### src/vtr_pkg.sv
// Package of command codes, field layouts and state types for the target and trim registers.
package vtr_pkg;

    // ========================================================================
    // Command codes of the byte registers
    // ========================================================================
    localparam logic [7:0] CMD_IIN_TRIM     = 8'hA5;
    localparam logic [7:0] CMD_VOUT_TARGET  = 8'hA6;
    localparam logic [7:0] CMD_VOUT_READBK  = 8'hA7;

    // ========================================================================
    // Field layouts and codes
    // ========================================================================
    localparam int         TRIM_OFS_LSB     = 0;
    localparam int         TRIM_OFS_MSB     = 3;
    localparam logic [3:0] TRIM_OFS_ZERO    = 4'h8;
    localparam logic [1:0] SRC_SEL_HOST     = 2'h2;
    localparam logic [1:0] STEP_SEL_5MV_A   = 2'h1;
    localparam logic [1:0] STEP_SEL_5MV_B   = 2'h2;
    localparam logic [4:0] STEP_MV_FINE     = 5'h05;
    localparam logic [4:0] STEP_MV_COARSE   = 5'h0A;
    localparam logic [7:0] READ_UNMAPPED    = 8'h00;

    // ========================================================================
    // Slew divider: the host path ramps at one quarter of the fast rate
    // ========================================================================
    localparam int         SLEW_QUARTER_DIV = 4;
    localparam logic [1:0] SLEW_DIV_LAST    = 2'(SLEW_QUARTER_DIV - 1);
    localparam logic [1:0] SLEW_DIV_RESET   = 2'h0;

    // ========================================================================
    // Types
    // ========================================================================
    typedef enum logic [0:0] {
        RAMP_IDLE,
        RAMP_MOVE
    } vtr_ramp_t;

    // Byte write or read request from the serial target front end.
    typedef struct packed {
        logic       valid;
        logic [7:0] cmd;
        logic [7:0] data;
    } vtr_req_t;

    // One-cycle answer to a request.
    typedef struct packed {
        logic       valid;
        logic       nack;
        logic [7:0] data;
    } vtr_rsp_t;

endpackage : vtr_pkg

### src/vtr_regs.sv
// Output-voltage target, last-commanded readback and input-current offset trim logic.
//
// How it works
// [RULE1] A four-bit offset trim sits in bits 3:0 of the trim register and moves the current report by -2.0 A to +1.75 A in quarter-amp steps.
// [RULE2] The sum of converter result and trim is never clamped, so a negative sum wraps down from the full-scale value.
// [RULE3] Trim codes 0 to 7 subtract current and code 8 leaves the report unchanged.
// [RULE4] Software should choose a trim that keeps the sum non-negative at minimum current so the report never wraps.
// [RULE5] The output follows the host target register only while the source select equals 10b.
// [RULE6] Changes caused by the host target ramp at one quarter of the fast slew rate.
// [RULE7] One target step means 5 mV or 10 mV depending on the step-size select.
// [RULE8] A target write during soft-start or soft-stop is answered with a not-acknowledge.
// [RULE9] After soft-start, target writes are acknowledged even while the output is still moving.
// [RULE10] A new target takes over the ramp at once without waiting for the previous move to end.
// [RULE11] The target is an eight-bit read/write byte, loaded from nonvolatile memory after reset.
// [RULE12] A read-only byte holds the last commanded level from host, voltage-ID bus or boot value, and refuses writes.
// [RULE13] No offset of either bus is added into the last-commanded readback.
// [RULE14] The host readback is the same register that the voltage-ID bus reads at its address 31h.
// [RULE15] Step-size codes 01b and 10b give 5 mV and codes 00b and 11b give 10 mV.
// [RULE16] A refused target write leaves the stored target unchanged.
`timescale 1ns/1ns

module vtr_regs #(
    parameter int IIN_W          = 12,
    parameter int IIN_QUARTER_A  = 4,
    parameter int IIN_FULL_SCALE = 512
) (
    // Clock and reset.
    input  wire logic               core_clk,
    input  wire logic               resetn,
    // Nonvolatile load after reset.
    input  wire logic               nvm_load,
    input  wire logic [7:0]         nvm_vout_target,
    input  wire logic [7:0]         nvm_iin_trim,
    input  wire logic [7:0]         nvm_boot_vid,
    // Byte request and answer toward the serial target front end.
    input  wire vtr_pkg::vtr_req_t  wr_req,
    output      vtr_pkg::vtr_rsp_t  wr_rsp,
    input  wire vtr_pkg::vtr_req_t  rd_req,
    output      vtr_pkg::vtr_rsp_t  rd_rsp,
    // Configuration from other registers of the device.
    input  wire logic [1:0]         voltage_source_select,
    input  wire logic [1:0]         step_size_select,
    input  wire logic               fast_slew_tick,
    input  wire logic               soft_transition_busy,
    // Voltage-ID bus commands.
    input  wire logic               vid_cmd_valid,
    input  wire logic [7:0]         vid_cmd_value,
    // Converter and regulator side.
    input  wire logic [IIN_W-1:0]   iin_adc_result,
    output      logic [IIN_W-1:0]   input_current_reading,
    output      logic [7:0]         vout_setpoint,
    output      logic [4:0]         vout_step_mv,
    output      logic               vout_ramping,
    output      logic [7:0]         vid_bus_readback
);

    // ========================================================================
    // State
    // ========================================================================
    typedef struct packed {
        logic [7:0]          target;
        logic [7:0]          trim;
        logic [7:0]          readback;
        logic [7:0]          vid_target;
        logic [7:0]          setpoint;
        logic [1:0]          slew_div;
        vtr_pkg::vtr_ramp_t  ramp;
        logic [IIN_W-1:0]    iin_rep;
        vtr_pkg::vtr_rsp_t   wr_rsp;
        vtr_pkg::vtr_rsp_t   rd_rsp;
    } vtr_state_t;

    vtr_state_t state_q;
    vtr_state_t state_d;

    // Step size decode; used for the output step, which a check below tests.
    function automatic logic [4:0] vtr_step_mv(input logic [1:0] sel);
        logic fine;
        fine = (sel == vtr_pkg::STEP_SEL_5MV_A) || (sel == vtr_pkg::STEP_SEL_5MV_B);
        return fine ? vtr_pkg::STEP_MV_FINE : vtr_pkg::STEP_MV_COARSE;
    endfunction : vtr_step_mv

    // ========================================================================
    // Input current arithmetic
    // ========================================================================
    localparam int SUM_W = IIN_W + 2;
    localparam logic [SUM_W-1:0] OFS_BIAS = SUM_W'(int'(vtr_pkg::TRIM_OFS_ZERO) * IIN_QUARTER_A);
    localparam logic [SUM_W-1:0] OFS_STEP = SUM_W'(IIN_QUARTER_A);
    localparam logic [SUM_W-1:0] FULL_SC  = SUM_W'(IIN_FULL_SCALE);

    logic [3:0]       trim_code;
    logic [SUM_W-1:0] iin_sum;
    logic [SUM_W-1:0] iin_wrapped;

    // Offset is (code - 8) quarter amps; modular arithmetic keeps the sign in the top bit.
    assign trim_code   = state_q.trim[vtr_pkg::TRIM_OFS_MSB:vtr_pkg::TRIM_OFS_LSB]; // [RULE1]
    assign iin_sum     = {2'b00, iin_adc_result} + SUM_W'(trim_code) * OFS_STEP
                         - OFS_BIAS; // [RULE3]
    // No clamp at zero: a negative sum folds down from full scale.
    assign iin_wrapped = iin_sum[SUM_W-1] ? (iin_sum + FULL_SC) : iin_sum; // [RULE2]

    // ========================================================================
    // Next-state logic
    // ========================================================================
    logic       host_sel;
    logic       tgt_wr;
    logic       tgt_ok;
    logic [7:0] active_tgt;
    logic       step_en;

    // Slow ramping is traded for a single shared step engine for both sources.
    always_comb
    begin
        state_d           = state_q;
        host_sel          = (voltage_source_select == vtr_pkg::SRC_SEL_HOST);
        tgt_wr            = wr_req.valid && (wr_req.cmd == vtr_pkg::CMD_VOUT_TARGET);
        tgt_ok            = tgt_wr && !soft_transition_busy; // [RULE8] [RULE9]
        state_d.wr_rsp    = '0;
        state_d.rd_rsp    = '0;
        state_d.iin_rep   = iin_wrapped[IIN_W-1:0];
        step_en           = 1'b0;

        // Byte writes.
        if (wr_req.valid)
        begin
            state_d.wr_rsp.valid = 1'b1;
            unique case (wr_req.cmd)
                vtr_pkg::CMD_IIN_TRIM:
                begin
                    state_d.trim = wr_req.data;
                end
                vtr_pkg::CMD_VOUT_TARGET:
                begin
                    // Refused writes keep the old target.
                    if (tgt_ok)
                    begin
                        state_d.target = wr_req.data; // [RULE16]
                    end
                    state_d.wr_rsp.nack = !tgt_ok; // [RULE8]
                end
                default:
                begin
                    // The readback byte and unmapped codes do not take writes.
                    state_d.wr_rsp.nack = 1'b1; // [RULE12]
                end
            endcase
        end

        // Byte reads.
        if (rd_req.valid)
        begin
            state_d.rd_rsp.valid = 1'b1;
            unique case (rd_req.cmd)
                vtr_pkg::CMD_IIN_TRIM:    state_d.rd_rsp.data = state_q.trim;
                vtr_pkg::CMD_VOUT_TARGET: state_d.rd_rsp.data = state_q.target; // [RULE11]
                vtr_pkg::CMD_VOUT_READBK: state_d.rd_rsp.data = state_q.readback; // [RULE12]
                default:
                begin
                    state_d.rd_rsp.data = vtr_pkg::READ_UNMAPPED;
                    state_d.rd_rsp.nack = 1'b1;
                end
            endcase
        end

        // Last commanded level: raw codes only, offsets never enter here.
        if (tgt_ok && host_sel)
        begin
            state_d.readback = wr_req.data; // [RULE12] [RULE13]
        end
        if (vid_cmd_valid)
        begin
            state_d.vid_target = vid_cmd_value;
            if (!host_sel)
            begin
                state_d.readback = vid_cmd_value; // [RULE12] [RULE13]
            end
        end

        // Quarter-rate divider for the host path.
        if (fast_slew_tick)
        begin
            if (state_q.slew_div == vtr_pkg::SLEW_DIV_LAST)
            begin
                state_d.slew_div = vtr_pkg::SLEW_DIV_RESET;
            end
            else
            begin
                state_d.slew_div = state_q.slew_div + 2'h1;
            end
        end
        step_en = host_sel
                ? (fast_slew_tick && (state_q.slew_div == vtr_pkg::SLEW_DIV_LAST)) // [RULE6]
                : fast_slew_tick;

        // The ramp always chases the present target, so a new one redirects it at once.
        active_tgt = host_sel ? state_q.target : state_q.vid_target; // [RULE5] [RULE10]
        unique case (state_q.ramp)
            vtr_pkg::RAMP_IDLE:
            begin
                if (state_q.setpoint != active_tgt)
                begin
                    state_d.ramp = vtr_pkg::RAMP_MOVE;
                end
            end
            vtr_pkg::RAMP_MOVE:
            begin
                if (state_q.setpoint == active_tgt)
                begin
                    state_d.ramp = vtr_pkg::RAMP_IDLE;
                end
                else if (step_en)
                begin
                    state_d.setpoint = (state_q.setpoint < active_tgt)
                                     ? state_q.setpoint + 8'h01
                                     : state_q.setpoint - 8'h01; // [RULE10]
                end
            end
        endcase

        // Nonvolatile load has the last word over everything else.
        if (nvm_load)
        begin
            state_d.target     = nvm_vout_target; // [RULE11]
            state_d.trim       = nvm_iin_trim;
            state_d.readback   = nvm_boot_vid; // [RULE12]
            state_d.vid_target = nvm_boot_vid;
            state_d.setpoint   = nvm_boot_vid;
            state_d.slew_div   = vtr_pkg::SLEW_DIV_RESET;
            state_d.ramp       = vtr_pkg::RAMP_IDLE;
        end
    end

    // ========================================================================
    // State register
    // ========================================================================
    // Trim resets to the neutral code so an unloaded part reports raw current.
    always_ff @(posedge core_clk or negedge resetn)
    begin
        if (!resetn)
        begin
            state_q      <= '0;
            state_q.trim <= {4'h0, vtr_pkg::TRIM_OFS_ZERO};
            state_q.ramp <= vtr_pkg::RAMP_IDLE;
        end
        else
        begin
            state_q <= state_d;
        end
    end

    // ========================================================================
    // Outputs
    // ========================================================================
    assign wr_rsp                = state_q.wr_rsp;
    assign rd_rsp                = state_q.rd_rsp;
    assign input_current_reading = state_q.iin_rep;
    assign vout_setpoint         = state_q.setpoint;
    assign vout_step_mv          = vtr_step_mv(step_size_select); // [RULE7] [RULE15]
    assign vout_ramping          = (state_q.ramp == vtr_pkg::RAMP_MOVE);
    // Both buses read one register, so they can never disagree.
    assign vid_bus_readback      = state_q.readback; // [RULE14]
endmodule : vtr_regs

### config.mk
export PLATFORM = sky130hd
export DESIGN_NAME = vtr_regs
export DESIGN_NICKNAME = d
export VERILOG_FILES = /design/src/vtr_pkg.sv /design/src/vtr_regs.sv
export SDC_FILE = /design/constraint.sdc
export NUM_CORES = 1
export LEC_CHECK = 0
export BUFFER_PORTS_ARGS = -buffer_cell sky130_fd_sc_hd__buf_2
export CAP_MARGIN = 20
export CORE_UTILIZATION = 45
export CTS_CLUSTER_DIAMETER = 150
export CTS_CLUSTER_SIZE = 16
export DETAILED_ROUTE_END_ITERATION = 10
export GPL_ROUTABILITY_DRIVEN = 1
export PLACE_DENSITY = 0.81
export SYNTH_ARGS = -nofsm -noshare
export SYNTH_HDL_FRONTEND = slang
export SYNTH_SLANG_ARGS = --single-unit
### constraint.sdc
create_clock -name core_clk -period 4.4 [get_ports core_clk]
set_input_delay 0.66 -clock core_clk [delete_from_list [all_inputs] [get_ports core_clk]]
set_output_delay 0.66 -clock core_clk [all_outputs]
set_load 0.05 [all_outputs]
==> flow_metrics.env <==
export IMPL_status="finished with violations"
export IMPL_violations="design-rule violations"
export IMPL_power_density_mw_per_mm2=413
export IMPL_die_area_mm2=0.00981
export IMPL_vias=3351
export IMPL_worstSetupStartpointType="primary input"
export IMPL_cp_arrival_ns=3.86
export IMPL_grt_pass1_vias=3461
export IMPL_relSlewSlack_pct=46.7
export IMPL_max_cap_violations=0
export IMPL_worstSetupEndpointType="flip-flop"
export IMPL_htree_levels=3
export IMPL_place_area_mm2=0.00459
export IMPL_crit_type="in2reg"
export IMPL_synthToLayoutAreaGrowth_pct=13.1
export IMPL_setup_viol=0
export IMPL_ys_seq_area_share_pct=39.6
export IMPL_finClkSkew_ns=0.00855
export IMPL_dr_pass1_iters=9
export IMPL_rows=35
export IMPL_dpl_cell_count=609
export IMPL_grt_util_met2_pct=37.2
export IMPL_netlist_area_leader_share_pct=39.0
export IMPL_place_congestion=0.839
export IMPL_ant_nets=0
export IMPL_wire_per_inst_um=15.4
export IMPL_peakVddDrop_mv=0.130
export IMPL_critPathMaxFanout=13
export IMPL_nets=629
export IMPL_timing_hold_ws_ns=0.329
export IMPL_cts_sinks=67
export IMPL_register_area_mm2=0.00168
export IMPL_fp_dieW_um=99.1
export IMPL_fillers=806
export IMPL_final_min_clock_period_ns=3.61
export IMPL_viasPerCell=5.36
export IMPL_multi_input_area_mm2=0.00208
export IMPL_insertion_delay_ns=0.34
export IMPL_cts_tree="built"
export IMPL_post_cts_resized=0
export IMPL_rsz0062_at_grt="false"
export IMPL_synth_cells=430
export IMPL_reg2reg_to="vout_setpoint[7]$_DFFE_PN0P_"
export IMPL_yosysWarnings=0
export IMPL_fin_area_mm2=0.00479
export IMPL_power_mw=1.98
export IMPL_yosys_area_top_type="dfrtp_1"
export IMPL_r2r_setup_slack_ns=1.14
export IMPL_use_met3_pct=4.96
export IMPL_dpl_hpwl_mm=7.64
export IMPL_postSynth_topFlopCell="dfrtp_1"
export IMPL_cts_root_buf="clkbuf_8"
export IMPL_p_leak_nw=2.50
export IMPL_design_core_area_mm2=0.00920
export IMPL_ys_ff_latch=67
export IMPL_globalRouteMet1Util_pct=22.7
export IMPL_routed_wl_mm=9.62
export IMPL_grtUsageTotal_pct=20.6
export IMPL_worstMarginPinSlew_ns=0.797
export IMPL_worstPathRequired_ns=4.66
export IMPL_drtIter0Drc=106
export IMPL_drv_slew=0
export IMPL_synthTopCellsByArea="dfrtp_1 39%, mux2i_1 9.4%, buf_4 9.0%"
export IMPL_drc_errors=1
export IMPL_top_usage_layer="met2"
export IMPL_reg2reg_depth=12
export IMPL_io_buffers=124
export IMPL_final_hold_viol_count=0
export IMPL_synthArstFlopShare_pct=100
export IMPL_floorplan_initialDensity_pct=46.1
export IMPL_grt_overflow_total=0
export IMPL_post_cts_setup_buffer_count=0
export IMPL_r2r_start="state_q[69]$_DFFE_PN0P_"
export IMPL_grt_max_degree=41
export IMPL_die_h_um=99.1
export IMPL_yosysUniqueCellTypes=48
export IMPL_timing_fmax_ghz=0.277
export IMPL_grt_antenna_before_repair=0
export IMPL_final_cells=625
export IMPL_tns_ns=0
export IMPL_io_pins=142
export IMPL_mostFrequentLayoutCell="buf_2"
export IMPL_avgSynthCellArea_um2=9.86
export IMPL_mostFrequentLayoutCells="124 x buf_2, 66 x dfrtp_1, 46 x nor2_1"
export IMPL_synth_edf_count=0
export IMPL_cts_buffer_depth=2
export IMPL_hp_class="in2async"
export IMPL_ctsHoldBuffers=0
export IMPL_cts_buffers_inserted=9
export IMPL_synth_area_mm2=0.00424
export IMPL_fin_crit_sh_pct=81.9
export IMPL_antennaDiodeCount=0
export IMPL_grt_pass1_wl_mm=15.7
export IMPL_drive_gt1_share_pct=30.4
export IMPL_clk_pin_slew_ns=0.07
critical path, cell delays in order:
cell and delay (ns):
buf_2 0.08, nand2b_4 0.26, mux2i_1 0.27, ha_1 0.28, a21oi_1 0.17, o221ai_1 0.15
a221o_2 0.46, ha_1 0.32, a211o_1 0.30, o211ai_1 0.17, a2bb2oi_1 0.12, xnor2_1 0.14
or3_1 0.31, a31oi_1 0.16
area by class of cell:
class | count | share of cell area [%]
clock buffers | 14 | 4.02
clock inverters | 1 | 0.104
inverters | 16 | 1.25
multi-input cells | 290 | 43.5
flip-flops and latches | 67 | 35.0
well taps | 111 | 2.90
repair buffers | 126 | 13.3
per-stage QoR:
step / utilization, % / setup WS, ns
4_1_cts: 52.1 / 0.825
2_1_floorplan: - / 0.767
3_3_place_gp: 49.9 / 0.648
6_report: 52.1 / 0.795
3_5_place_dp: 49.9 / 0.462
5_1_grt: 52.1 / 0.673
how the worst max path moves through the flow:
stage | start | to | slack [ns] | cells after the start
after floorplan | voltage_source_select[0] | vout_setpoint[7]$_DFFE_PN0P_ | 0.77 | 14
after global placement | voltage_source_select[0] | vout_setpoint[7]$_DFFE_PN0P_ | 0.65 | 14
after detailed placement | voltage_source_select[0] | vout_setpoint[7]$_DFFE_PN0P_ | 0.46 | 14
after CTS | voltage_source_select[0] | vout_setpoint[7]$_DFFE_PN0P_ | 0.82 | 14
after global routing | voltage_source_select[0] | vout_setpoint[5]$_DFFE_PN0P_ | 0.67 | 14
final | voltage_source_select[0] | vout_setpoint[7]$_DFFE_PN0P_ | 0.79 | 14
cell families (layout without fill, tap and decap cells):
logic type,Yosys count,count (layout),synth area share [%]
buffers and inverters,81,157,12.0
muxes,49,49,11.8
xor gates and xnor gates,14,14,2.89
other,1,9,0.0885
and+or+nand+nor,101,101,11.5
AOI/OAI and AO/OA,86,86,12.6
DFF,67,67,39.6
adders and majority gates,31,31,9.50
cell usage after synthesis (all sizes together) (2+ instances only):
library cell,instances
a211oi,10
a21o,4
a21oi,22
a221oi,2
a22oi,11
and2,2
buf,56
clkbuf,9
dfrtp,66
fa,2
ha,29
inv,16
mux2,9
mux2i,40
nand2,27
nand2b,3
nand3,4
nand4,2
nor2,47
nor2b,3
nor3,3
nor3b,3
o211ai,2
o21a,2
o21ai,26
or3,2
xnor2,7
xor2,7
report_power, final:
part,internal (mW),switching [mW],total [mW]
clock,0.278,0.221,0.499
sequential,0.685,0.0484,0.734
combinational,0.265,0.484,0.749
total,1.23,0.754,1.98
metal layers:
metal | part of all wire [%] | up-vias
met5 | 0 | -
met4 | 2.4 | 0
met3 | 4.7 | 22
met2 | 54 | 105
met1 | 39 | 1625
li1 | - | 1599
state kept, by name, indices dropped and copies added (netlist names):
| signal | count |
|---|---|
| input_current_reading | 12 |
| wr_rsp | 2 |
| vid_bus_readback | 8 |
| state_q | 26 |
| vout_setpoint | 8 |
| vout_ramping | 1 |
| rd_rsp | 10 |
Note: power is estimated with default switching activity, not from simulation.
